### src/scsp_pkg.sv
// Purpose: shared constants and types of the serial control/status port
// Assumes: SYS_CLK at 10 MHz on both ends
// Notes: register layout of the control, status and host-side registers
package scsp_pkg;
  localparam int SYS_CLK_NS = 100;
  // serial word framing
  localparam logic [5:0] WORD_BITS = 6'h20;
  localparam int POS_RW = 3;
  // base addresses that carry sequence and status fields
  localparam logic [2:0] BASE_CTRL_A = 3'h1;
  localparam logic [2:0] BASE_STATUS = 3'h2;
  localparam logic [2:0] BASE_CTRL_B = 3'h3;
  // base CTRL_A fields
  localparam int POS_SYNC_REQ_A = 31;
  localparam int POS_DIV_REQ_A = 30;
  // base CTRL_B fields
  localparam int POS_DIV_REQ_B = 31;
  localparam int POS_SYNC_REQ_B = 30;
  localparam int POS_DIV_TRIG = 29;
  localparam int POS_SYNC_TRIG = 28;
  localparam int POS_PWR_DN = 27;
  // base STATUS fields
  localparam int POS_CAL = 30;
  localparam int POS_LOCK = 29;
  localparam int POS_INPUT = 28;
  localparam int POS_EN0 = 8;
  localparam int POS_INT0 = 4;
  // reset values
  localparam logic [27:0] REG_RESET = 28'h0000000;
  localparam logic [1:0] INT_RESET = 2'h0;
  // monitors
  localparam logic [1:0] LOS_EDGES = 2'h3;
  localparam int LOCK_DEBOUNCE_NS = 1000;
  localparam int LOCK_DEB_CYC_I =
    (LOCK_DEBOUNCE_NS + SYS_CLK_NS - 1) / SYS_CLK_NS;
  localparam logic [7:0] LOCK_DEB_CYC = 8'(LOCK_DEB_CYC_I);
  // host serial clock half period
  localparam int SCLK_HALF_NS = 800;
  localparam int SCLK_HALF_I = SCLK_HALF_NS / SYS_CLK_NS;
  localparam logic [3:0] SCLK_HALF = 4'(SCLK_HALF_I);
  // host register offsets
  localparam logic [3:0] HOST_TX = 4'h0;
  localparam logic [3:0] HOST_CTRL = 4'h4;
  localparam logic [3:0] HOST_STAT = 4'h8;
  localparam logic [3:0] HOST_RX = 4'hc;
  localparam int POS_GO = 0;
  localparam int POS_CAPTURE = 1;
  typedef enum logic [2:0] {
    HS_IDLE = 3'h0,
    HS_SETUP = 3'h1,
    HS_HIGH = 3'h3,
    HS_LOW = 3'h2,
    HS_FIN = 3'h6
  } scsp_hstate_t;
endpackage

### src/scsp_if.sv
// Purpose: four-wire serial link plus active-low interrupt wire
// Assumes: data output has a pull-up on the board
// Notes: the wire level of the data output is resolved here
`timescale 1ns/1ps
interface scsp_if;
  logic serial_clock;
  logic latch_enable_n;
  logic mosi;
  logic miso_o;
  logic miso_oe;
  logic miso;
  logic irq_out_n;
  // pull-up holds the line high while undriven
  assign miso = miso_oe ? miso_o : 1'b1;
  modport device (
    input serial_clock, latch_enable_n, mosi,
    output miso_o, miso_oe, irq_out_n
  );
  modport host (
    output serial_clock, latch_enable_n, mosi,
    input miso, irq_out_n
  );
endinterface

### src/scsp_device.sv
// Purpose: device end of the serial control/status port
// Assumes: link pins and monitor inputs are asynchronous to SYS_CLK
// Notes: eight 28-bit base registers, low nibble carries address and rw
// Operation
// - power-up reset loads every register default
// - divider reset: request a, request b, trigger
// - sync: request a, request b, trigger after divider
// - host sends both sequences in separate writes
// - wrong order gives unknown; power-down rearms sync
// - zeros leave divider bits; sync writes zeros
// - completed sync starts reference pulse generation
// - host clears pending interrupts before monitoring
// - status bits show calibration, lock, input
// - input flag follows three feedback edges
// - lock debounced until stable, then drops immediately
// - lock or input change sets sticky bit
// - interrupt pin low on enabled pending bit
// - writing one clears bit, pin releases
// - data output undriven by default and writing
// - frame starts at rising edge with enable low
// - host shifts 32 bits MSB first
// - early enable rise discards word, no write
// - enable rise after 32nd fall executes word
// - low nibble: three address bits, rw bit
// - next frame shifts 32 read bits out
// - enable rise ends read, output undriven
//
// Added by the designer: the placing of the registers and the AHB-Lite register port.
`timescale 1ns/1ps
module scsp_device
  import scsp_pkg::*;
(
  input wire logic SYS_CLK,
  input wire logic RESET,
  scsp_if.device LINK,
  input wire logic REF_CLK,
  input wire logic VCXO_CLK,
  input wire logic VCXO_CTRL_IN_RANGE,
  input wire logic CAL_DONE,
  output logic DIV_RESET,
  output logic REF_SYNC,
  output logic REF_PULSE_EN,
  output logic REF_UNKNOWN
);
  import scsp_pkg::*;

  logic sck_s, le_n_s, mosi_s, ref_s, vcxo_s, lock_ok_s, cal_s;
  logic sck_p_q, le_p_q, ref_p_q, vcxo_p_q;
  scsp_sync #(.W(7), .INIT(7'h02)) u_sync (
    .clk(SYS_CLK),
    .rst(RESET),
    .d({CAL_DONE, VCXO_CTRL_IN_RANGE, VCXO_CLK, REF_CLK, LINK.mosi,
        LINK.latch_enable_n, LINK.serial_clock}),
    .q({cal_s, lock_ok_s, vcxo_s, ref_s, mosi_s, le_n_s, sck_s})
  );

  always_ff @(posedge SYS_CLK or posedge RESET) begin
    if (RESET) begin
      sck_p_q <= 1'b0;
      le_p_q <= 1'b1;
      ref_p_q <= 1'b0;
      vcxo_p_q <= 1'b0;
    end else begin
      sck_p_q <= sck_s;
      le_p_q <= le_n_s;
      ref_p_q <= ref_s;
      vcxo_p_q <= vcxo_s;
    end
  end

  logic rise, fall, le_rise, ref_edge, vcxo_edge;
  assign rise = sck_s & ~sck_p_q;
  assign fall = ~sck_s & sck_p_q;
  assign le_rise = le_n_s & ~le_p_q;
  assign ref_edge = ref_s & ~ref_p_q;
  assign vcxo_edge = vcxo_s & ~vcxo_p_q;

  // register file and sequence state
  logic [27:0] regs_q [8];
  logic [27:0] regs_d [8];
  logic div_a_q, div_a_d, div_b_q, div_b_d, div_done_q, div_done_d;
  logic sync_a_q, sync_a_d, sync_b_q, sync_b_d;
  logic ref_on_q, ref_on_d, unk_q, unk_d;
  logic div_pls_q, div_pls_d, ref_pls_q, ref_pls_d;
  logic [1:0] int_q, int_d;
  logic irq_n_q, irq_n_d;
  logic wr_en_q, wr_en_d;
  logic [31:0] wr_word_q, wr_word_d;
  logic cal_q, lock_q, input_q;

  // serial shifter state
  logic active_q, active_d, rd_mode_q, rd_mode_d, rd_pend_q, rd_pend_d;
  logic [5:0] rcnt_q, rcnt_d, fcnt_q, fcnt_d;
  logic [31:0] sh_q, sh_d, rd_sh_q, rd_sh_d, rd_word;
  logic miso_q, miso_d, oe_q, oe_d;

  always_comb begin
    rd_word = {regs_q[sh_q[2:0]], 4'h0};
    case (sh_q[2:0])
      BASE_CTRL_A: begin
        rd_word = {regs_q[BASE_CTRL_A], 4'h0};
        rd_word[POS_SYNC_REQ_A] = sync_a_q;
        rd_word[POS_DIV_REQ_A] = div_a_q;
      end
      BASE_CTRL_B: begin
        rd_word = {regs_q[BASE_CTRL_B], 4'h0};
        rd_word[POS_DIV_REQ_B] = div_b_q;
        rd_word[POS_SYNC_REQ_B] = sync_b_q;
        rd_word[POS_DIV_TRIG] = 1'b0;
        rd_word[POS_SYNC_TRIG] = 1'b0;
      end
      BASE_STATUS: begin
        rd_word = 32'h0;
        rd_word[POS_CAL] = cal_q;
        rd_word[POS_LOCK] = lock_q;
        rd_word[POS_INPUT] = input_q;
        rd_word[POS_EN0+1:POS_EN0] = regs_q[BASE_STATUS][POS_EN0-3:POS_EN0-4];
        rd_word[POS_INT0+1:POS_INT0] = int_q;
      end
      default: rd_word = {regs_q[sh_q[2:0]], 4'h0};
    endcase
  end

  always_comb begin
    active_d = active_q;
    rd_mode_d = rd_mode_q;
    rd_pend_d = rd_pend_q;
    rcnt_d = rcnt_q;
    fcnt_d = fcnt_q;
    sh_d = sh_q;
    rd_sh_d = rd_sh_q;
    miso_d = miso_q;
    oe_d = oe_q;
    wr_en_d = 1'b0;
    wr_word_d = wr_word_q;
    if (le_n_s) begin
      active_d = 1'b0;
      oe_d = 1'b0;
      if (le_rise && active_q) begin
        if (rd_mode_q) begin
          rd_pend_d = 1'b0;
        end else if (rcnt_q == WORD_BITS && fcnt_q == WORD_BITS) begin
          if (sh_q[POS_RW]) begin
            rd_pend_d = 1'b1;
            rd_sh_d = rd_word;
          end else begin
            wr_en_d = 1'b1;
            wr_word_d = sh_q;
          end
        end
        // any other count: word dropped
      end
    end else begin
      if (rise) begin
        sh_d = {sh_q[30:0], mosi_s};
        if (!active_q) begin
          active_d = 1'b1;
          rd_mode_d = rd_pend_q;
          rcnt_d = 6'h01;
          fcnt_d = 6'h00;
          oe_d = rd_pend_q;
        end else if (rcnt_q != 6'h3f) begin
          rcnt_d = rcnt_q + 6'h01;
        end
        if ((!active_q && rd_pend_q) || (active_q && rd_mode_q)) begin
          miso_d = rd_sh_q[31];
          rd_sh_d = {rd_sh_q[30:0], 1'b0};
        end
      end
      if (fall && active_q && fcnt_q != 6'h3f) begin
        fcnt_d = fcnt_q + 6'h01;
      end
    end
  end

  always_ff @(posedge SYS_CLK or posedge RESET) begin
    if (RESET) begin
      active_q <= 1'b0;
      rd_mode_q <= 1'b0;
      rd_pend_q <= 1'b0;
      rcnt_q <= 6'h00;
      fcnt_q <= 6'h00;
      sh_q <= 32'h0;
      rd_sh_q <= 32'h0;
      miso_q <= 1'b0;
      oe_q <= 1'b0;
      wr_en_q <= 1'b0;
      wr_word_q <= 32'h0;
    end else begin
      active_q <= active_d;
      rd_mode_q <= rd_mode_d;
      rd_pend_q <= rd_pend_d;
      rcnt_q <= rcnt_d;
      fcnt_q <= fcnt_d;
      sh_q <= sh_d;
      rd_sh_q <= rd_sh_d;
      miso_q <= miso_d;
      oe_q <= oe_d;
      wr_en_q <= wr_en_d;
      wr_word_q <= wr_word_d;
    end
  end

  assign LINK.miso_o = miso_q;
  assign LINK.miso_oe = oe_q;

  // monitors
  logic [1:0] idle_cnt_q, idle_cnt_d, act_cnt_q, act_cnt_d;
  logic ref_seen_q, ref_seen_d, input_d, lock_d, stable_q, stable_d;
  logic [7:0] deb_q, deb_d;
  logic cal_d;

  always_comb begin
    ref_seen_d = ref_seen_q | ref_edge;
    idle_cnt_d = idle_cnt_q;
    act_cnt_d = act_cnt_q;
    input_d = input_q;
    cal_d = cal_s;
    if (vcxo_edge) begin
      ref_seen_d = 1'b0;
      if (ref_seen_q || ref_edge) begin
        idle_cnt_d = 2'h0;
        act_cnt_d = (act_cnt_q == LOS_EDGES) ? act_cnt_q : act_cnt_q + 2'h1;
      end else begin
        act_cnt_d = 2'h0;
        idle_cnt_d = (idle_cnt_q == LOS_EDGES) ? idle_cnt_q
                                               : idle_cnt_q + 2'h1;
      end
      if (act_cnt_d == LOS_EDGES) input_d = 1'b1;
      if (idle_cnt_d == LOS_EDGES) input_d = 1'b0;
    end
    lock_d = lock_q;
    stable_d = stable_q;
    deb_d = deb_q;
    if (!lock_ok_s) begin
      lock_d = 1'b0;
      deb_d = 8'h00;
    end else if (stable_q) begin
      lock_d = 1'b1;
    end else if (deb_q == LOCK_DEB_CYC) begin
      lock_d = 1'b1;
      stable_d = 1'b1;
    end else begin
      deb_d = deb_q + 8'h01;
    end
  end

  always_ff @(posedge SYS_CLK or posedge RESET) begin
    if (RESET) begin
      ref_seen_q <= 1'b0;
      idle_cnt_q <= 2'h0;
      act_cnt_q <= 2'h0;
      input_q <= 1'b0;
      lock_q <= 1'b0;
      stable_q <= 1'b0;
      deb_q <= 8'h00;
      cal_q <= 1'b0;
    end else begin
      ref_seen_q <= ref_seen_d;
      idle_cnt_q <= idle_cnt_d;
      act_cnt_q <= act_cnt_d;
      input_q <= input_d;
      lock_q <= lock_d;
      stable_q <= stable_d;
      deb_q <= deb_d;
      cal_q <= cal_d;
    end
  end

  // register writes, sequences and interrupt bits
  logic [31:0] w;
  logic [2:0] base;
  logic div_bits, pwr_dn;
  always_comb begin
    w = wr_word_q;
    base = w[2:0];
    div_bits = (base == BASE_CTRL_A && w[POS_DIV_REQ_A]) ||
               (base == BASE_CTRL_B &&
                (w[POS_DIV_REQ_B] || w[POS_DIV_TRIG]));
    regs_d = regs_q;
    div_a_d = div_a_q;
    div_b_d = div_b_q;
    div_done_d = div_done_q;
    sync_a_d = sync_a_q;
    sync_b_d = sync_b_q;
    ref_on_d = ref_on_q;
    unk_d = unk_q;
    div_pls_d = 1'b0;
    ref_pls_d = 1'b0;
    int_d = int_q;
    if (wr_en_q) begin
      regs_d[base] = w[31:4];
      if (base == BASE_STATUS) begin
        int_d = int_q & ~w[POS_INT0+1:POS_INT0];
      end
      // ones advance a sequence, zeros leave it
      if (base == BASE_CTRL_A && w[POS_DIV_REQ_A]) div_a_d = 1'b1;
      if (base == BASE_CTRL_B && w[POS_DIV_REQ_B] && div_a_q) begin
        div_b_d = 1'b1;
      end
      if (base == BASE_CTRL_B && w[POS_DIV_TRIG] && div_b_q) begin
        div_a_d = 1'b0;
        div_b_d = 1'b0;
        div_done_d = 1'b1;
        div_pls_d = 1'b1;
        if (sync_a_q) unk_d = 1'b1;
      end
      if (!div_bits) begin
        if (base == BASE_CTRL_A && w[POS_SYNC_REQ_A]) sync_a_d = 1'b1;
        if (base == BASE_CTRL_B && w[POS_SYNC_REQ_B] && sync_a_q) begin
          sync_b_d = 1'b1;
        end
        if (base == BASE_CTRL_B && w[POS_SYNC_TRIG] && sync_b_q) begin
          sync_a_d = 1'b0;
          sync_b_d = 1'b0;
          if (div_done_q && !unk_q) begin
            ref_pls_d = 1'b1;
            ref_on_d = 1'b1;
          end else begin
            unk_d = 1'b1;
          end
        end
      end
    end
    pwr_dn = regs_d[BASE_CTRL_B][POS_PWR_DN-4];
    if (pwr_dn) begin
      ref_on_d = 1'b0;
      unk_d = 1'b0;
      ref_pls_d = 1'b0;
    end
    // set wins over a clear in the same cycle
    if (lock_d != lock_q) int_d[1] = 1'b1;
    if (input_d != input_q) int_d[0] = 1'b1;
    irq_n_d = ~|(int_d &
      regs_d[BASE_STATUS][POS_EN0-3:POS_EN0-4]);
  end

  always_ff @(posedge SYS_CLK or posedge RESET) begin
    if (RESET) begin
      for (int i = 0; i < 8; i++) begin
        regs_q[i] <= REG_RESET;
      end
      div_a_q <= 1'b0;
      div_b_q <= 1'b0;
      div_done_q <= 1'b0;
      sync_a_q <= 1'b0;
      sync_b_q <= 1'b0;
      ref_on_q <= 1'b0;
      unk_q <= 1'b0;
      div_pls_q <= 1'b0;
      ref_pls_q <= 1'b0;
      int_q <= INT_RESET;
      irq_n_q <= 1'b1;
    end else begin
      regs_q <= regs_d;
      div_a_q <= div_a_d;
      div_b_q <= div_b_d;
      div_done_q <= div_done_d;
      sync_a_q <= sync_a_d;
      sync_b_q <= sync_b_d;
      ref_on_q <= ref_on_d;
      unk_q <= unk_d;
      div_pls_q <= div_pls_d;
      ref_pls_q <= ref_pls_d;
      int_q <= int_d;
      irq_n_q <= irq_n_d;
    end
  end

  assign LINK.irq_out_n = irq_n_q;
  assign DIV_RESET = div_pls_q;
  assign REF_SYNC = ref_pls_q;
  assign REF_PULSE_EN = ref_on_q;
  assign REF_UNKNOWN = unk_q;
endmodule

### src/scsp_sync.sv
// Purpose: two-flop synchroniser for a vector of independent levels
// Assumes: each bit is a slow level, no bus coherence needed
// Notes: INIT sets the reset level of both stages
`timescale 1ns/1ps
module scsp_sync #(
  parameter int W = 1,
  parameter logic [W-1:0] INIT = '0
) (
  input wire logic clk,
  input wire logic rst,
  input wire logic [W-1:0] d,
  output logic [W-1:0] q
);
  logic [W-1:0] meta_q;
  always_ff @(posedge clk or posedge rst) begin
    if (rst) begin
      meta_q <= INIT;
      q <= INIT;
    end else begin
      meta_q <= d;
      q <= meta_q;
    end
  end
endmodule

### src/flat_wrapper.sv
// flat-port wrapper written by rule: the top's interface ports become plain ports
module scsp_device_flat import scsp_pkg::*;
  (SYS_CLK, RESET, REF_CLK, VCXO_CLK, VCXO_CTRL_IN_RANGE, CAL_DONE, DIV_RESET, REF_SYNC, REF_PULSE_EN, REF_UNKNOWN, LINK_serial_clock, LINK_latch_enable_n, LINK_mosi, LINK_miso_o, LINK_miso_oe, LINK_irq_out_n);
  scsp_if LINK_i ();
  input wire logic SYS_CLK;
  input wire logic RESET;
  input wire logic REF_CLK;
  input wire logic VCXO_CLK;
  input wire logic VCXO_CTRL_IN_RANGE;
  input wire logic CAL_DONE;
  output logic DIV_RESET;
  output logic REF_SYNC;
  output logic REF_PULSE_EN;
  output logic REF_UNKNOWN;
  input wire logic [$bits(LINK_i.serial_clock)-1:0] LINK_serial_clock;
  input wire logic [$bits(LINK_i.latch_enable_n)-1:0] LINK_latch_enable_n;
  input wire logic [$bits(LINK_i.mosi)-1:0] LINK_mosi;
  output wire logic [$bits(LINK_i.miso_o)-1:0] LINK_miso_o;
  output wire logic [$bits(LINK_i.miso_oe)-1:0] LINK_miso_oe;
  output wire logic [$bits(LINK_i.irq_out_n)-1:0] LINK_irq_out_n;
  assign LINK_i.serial_clock = LINK_serial_clock;
  assign LINK_i.latch_enable_n = LINK_latch_enable_n;
  assign LINK_i.mosi = LINK_mosi;
  assign LINK_miso_o = LINK_i.miso_o;
  assign LINK_miso_oe = LINK_i.miso_oe;
  assign LINK_irq_out_n = LINK_i.irq_out_n;
  scsp_device u_core (.SYS_CLK(SYS_CLK), .RESET(RESET), .LINK(LINK_i), .REF_CLK(REF_CLK), .VCXO_CLK(VCXO_CLK), .VCXO_CTRL_IN_RANGE(VCXO_CTRL_IN_RANGE), .CAL_DONE(CAL_DONE), .DIV_RESET(DIV_RESET), .REF_SYNC(REF_SYNC), .REF_PULSE_EN(REF_PULSE_EN), .REF_UNKNOWN(REF_UNKNOWN));
endmodule
### config.mk
export PLATFORM = sky130hd
export DESIGN_NAME = scsp_device_flat
export DESIGN_NICKNAME = d
export VERILOG_FILES = /design/src/scsp_pkg.sv /design/src/scsp_if.sv /design/src/scsp_device.sv /design/src/scsp_sync.sv /design/src/flat_wrapper.sv
export SDC_FILE = /design/constraint.sdc
export NUM_CORES = 1
export LEC_CHECK = 0
export ABC_AREA = 1
export BUFFER_PORTS_ARGS = -buffer_cell sky130_fd_sc_hd__buf_2
export CORE_ASPECT_RATIO = 1.1
export CORE_MARGIN = 2
export CORE_UTILIZATION = 60
export DETAILED_ROUTE_END_ITERATION = 6
export GPL_ROUTABILITY_DRIVEN = 0
export MAX_ROUTING_LAYER = met4
export PLACE_DENSITY = 0.76
export SYNTH_ARGS = -nofsm -noshare
export SYNTH_HDL_FRONTEND = slang
export SYNTH_SLANG_ARGS = --single-unit
export TNS_END_PERCENT = 20
### constraint.sdc
create_clock -name SYS_CLK -period 13.3 [get_ports SYS_CLK]
set_input_delay 0.665 -clock SYS_CLK [delete_from_list [all_inputs] [get_ports SYS_CLK]]
set_output_delay 0.665 -clock SYS_CLK [all_outputs]
set_load 0.05 [all_outputs]
==> results by group <==
Power and ir drop
  • Pwr dens: 139 mW/mm²
  • Leakage: roughly 7.8 nW
  • Logic gate share of total power: roughly 8.4%
  • Clock share of power: 44.5%
  • NetSw: between 0.0005 and 0.0006 W
  • Total power: 0.00234 W
  • Internal: roughly 0.0018 W
  • Seq pwr share: 47.0%
  • Switching fraction of total power: 25.1%
  • VDD IR max: 0.0000733 V

Critical path
  • Max FO, Critical Path: 66
  • Critical path launch point: u_core.u_sync.q[1]$_DFF_PP1_
  • Crit Path Class: reg -> reg
  • Crit path DAT: 3690 ps
  • Buf/Inv on CP: 2
  • R2R cell count: 7
  • FF-to-FF setup slack: 10000 ps
  • Worst r2r dst: u_core.fcnt_q[2]$_DFFE_PP0P_
  • Slowest stage delay, CP: 1140 ps
  • Kind of cell adding the most delay to the critical path: simple AND/OR/NAND/NOR gates
  • CP cell instances: inv_2, nand2_2, nor2_1, inv_1, nand2_1, a21oi_1, nor2_1
  • Crit-path most repeated cell: nor2_1
  • Slowest-stage cell, CP: dfstp_2
  • Worst setup EP type: flip-flop
  • Crit path required time: 13690 ps
  • CP Launch Type: flip-flop
  • Critical R2R Launch: u_core.u_sync.q[1]$_DFF_PP1_

STA
  • Fin crit share: 24.8%
  • Final hold vios: 0
  • Final setup margin: around 10000 ps
  • Setup TNS: 0 ps
  • Worst Max-Slew Pin Slew: 1120 ps
  • Rel. slew slack: 25.3%
  • Fmax: approximately 300 MHz
  • Setup-failing EPs final: 0
  • Final min period: 3300 ps
  • Fin. max-slew vios: 0
  • RSZ-0062 raised after global routing: no
  • Clock Skew: 23.0 ps

Synth
  • Synth top area cells: dfrtp_1 56%, nand2_1 13%, o21ai_0 8.8%
  • Post-synth top area share: 55.7%
  • Post-synthesis sequential area ratio: 56.4%
  • Asr flop ratio synth: 100%
  • Most common cell in the netlist: nand2_1
  • Count of cell types in the netlist: 42
  • Top_reg_cell synth: dfrtp_1
  • Yosys reg bits: ~350
  • Leading area contributor after synthesis: dfrtp_1
  • Mean post-synth cell area: 8.46 µm²
  • Commonest cells post-synth: 551 x nand2_1, 344 x dfrtp_1, 273 x o21ai_0
  • Mapped Cells: 1826
  • Syn_nets: 1841
  • Synthesis Warnings: 0
  • Area of the mapped netlist: between 0.015 and 0.02 mm²
  • EDFF count, synth: 0

Routing
  • WL/cell: 16.4 µm
  • Drt drc: 0
  • Drt total wl: 35500 µm
  • DRT Pass-1 Iters: 7
  • Via count: about 12000
  • First DRT Iteration DRCs: about 1100
  • Vias/cell: 5.61
  • Post-DRT Antenna Nets: 0

Global routing
  • First-pass GRT wire length: approximately 59000 µm
  • Initial antenna violation count: 0
  • Vias in the first global route: 11739
  • Gr ovfl total: 0
  • Total GRT Usage: about 28%
  • Largest net degree at the start of global routing: 152

Clock network
  • Root Driver: clkbuf_16
  • CTS buffer count: 37
  • Clock tree sinks: 348
  • CTS H-Tree Depth: 2
  • Clock buffer depth: 3
  • Cts repair resizes: 0
  • TritonCTS clock tree: done
  • Post-CTS Setup Bufs: 0
  • Worst-path clk slew: 60 ps
  • Worst-Skew Late Latency: 530 ps
  • CTS Hold Buffers Added: 0

Die
  • Initial core utilization: 61.1%
  • Row count: between 60 and 70
  • Io pins: 16
  • DIE AREA: 0.0270 mm²
  • Die W: 157 µm
  • Core Area: 0.0253 mm²
  • Die Height: 172 µm

Layout
  • Synthesis-to-layout area growth: 8.67%
  • FILL cells: 2047
  • Final cell count without fillers: 2164
  • Share of layout cells above drive strength 1: 8.25%
  • Multi-input logic area: 0.00557 mm²
  • Fin nets: 1807
  • FF/Latch Area: approximately 0.0087 mm²
  • Core Util, Final: between 60% and 70%
  • Diode count: 0

Hold path
  • HP Class: in -> reg
  • WHS Path Cells: 1
  • Hold Path Origin: VCXO_CLK
  • Min-Delay Endpoint: u_core.u_sync.meta_q[4]$_DFF_PP0_

Place
  • DPL Wire Length: 20800 µm
  • Place WS: between 10000 and 15000 ps
  • Port bufs: 15
  • Placed Cells: 2099

Status
  • Outcome: finished, final reports clean

Job
  • Max Cap Viol: 0
per-stage QoR:
| step | cell area [µm²] | hold slack (ps) |
|---|---|---|
| final | 16800 | 257 |
| after global placement | 15500 | 333 |
| after floorplan | 15400 | 331 |
| after detailed placement | 15500 | 335 |
| after global routing | 16800 | 246 |
| after CTS | 16800 | 248 |
sequential cells by signal (all words and copies together) (netlist names), 2 cells and up:
name / flops
u_core.rd_sh_q: 28
u_core.u_sync.q: 7
u_core.deb_q: 8
u_core.w: 31
u_core.idle_cnt_q: 2
u_core.sh_q: 32
u_core.regs_q: 192
u_core.act_cnt_q: 2
u_core.fcnt_q: 6
u_core.int_q: 2
u_core.rcnt_q: 6
u_core.u_sync.meta_q: 7
logic make-up after synthesis:
family / Yosys count / synth area share, %
compound gates: 377 / 13.1
xor+xnor: 5 / 0.284
fa+ha+maj: 6 / 0.486
buf+inv: 275 / 7.61
flops: 348 / 56.4
mux: 1 / 0.0729
simple gates: 814 / 22.0
metal layers:
metal	wire length [µm]	share of wire (%)	track usage, %
met4	765	2.2	9.09
met2	16500	46	44.2
met1	16100	45	39.3
met5	0	0	-
met3	2200	6.2	3.93
worst reg2reg max path, delay by kind of cell (launching register included):
| kind | cells | cell delay [ps] |
|---|---|---|
| and+or+nand+nor | 4 | 1280 |
| DFF | 1 | 1140 |
| buffers and inverters | 2 | 580 |
| AOI/OAI and AO/OA | 1 | 190 |
cells in the final DEF (no fill, tap or decap), drive strengths merged:
cell / instances
and3: 2
clkbuf: 53
a31oi: 1
nand3b: 2
nor3: 7
or2: 18
o211ai: 28
a41oi: 1
inv: 176
nand3: 105
o21ai: 316
xnor2: 1
nor4: 1
mux2: 1
a21oi: 26
nor2: 101
ha: 6
a211oi: 1
a21o: 1
nand2: 555
o31ai: 1
xor2: 4
dfrtp: 344
clkinv: 8
o22ai: 2
dfstp: 4
bufinv: 3
nand4: 23
buf: 27
worst max-delay path by stage:
stage,end,slack [ps],cells after the start
3_5_place_dp,u_core.fcnt_q[2]$_DFFE_PP0P_,10040,7
2_1_floorplan,u_core.DIV_RESET$_DFF_PP0_,2990,1
6_report,u_core.fcnt_q[2]$_DFFE_PP0P_,10000,7
3_3_place_gp,u_core.fcnt_q[2]$_DFFE_PP0P_,10090,7
4_1_cts,u_core.fcnt_q[2]$_DFFE_PP0P_,9990,7
5_1_grt,u_core.fcnt_q[2]$_DFFE_PP0P_,9710,7
power by group through the flow:
stage / Clock (W) / Combinational [W] / Sequential (W)
floorplan: 0 / 0.000146 / 0.00111
global placement: 0 / 0.000194 / 0.00112
detailed placement: 0 / 0.000195 / 0.00112
CTS: 0.00105 / 0.000197 / 0.00110
global route: 0.00110 / 0.000219 / 0.00110
finish: 0.00104 / 0.000198 / 0.00110
layout make-up:
type | count | share of cell area, %
Multi-Input combinational cell | 1203 | 33.2
Tap cell | 346 | 2.58
Inverter | 175 | 3.96
Timing Repair Buffer | 27 | 0.984
Clock buffer | 53 | 6.49
Sequential cell | 348 | 51.9
Clock inverter | 12 | 0.872
Note: power is estimated with default switching activity, not from simulation.
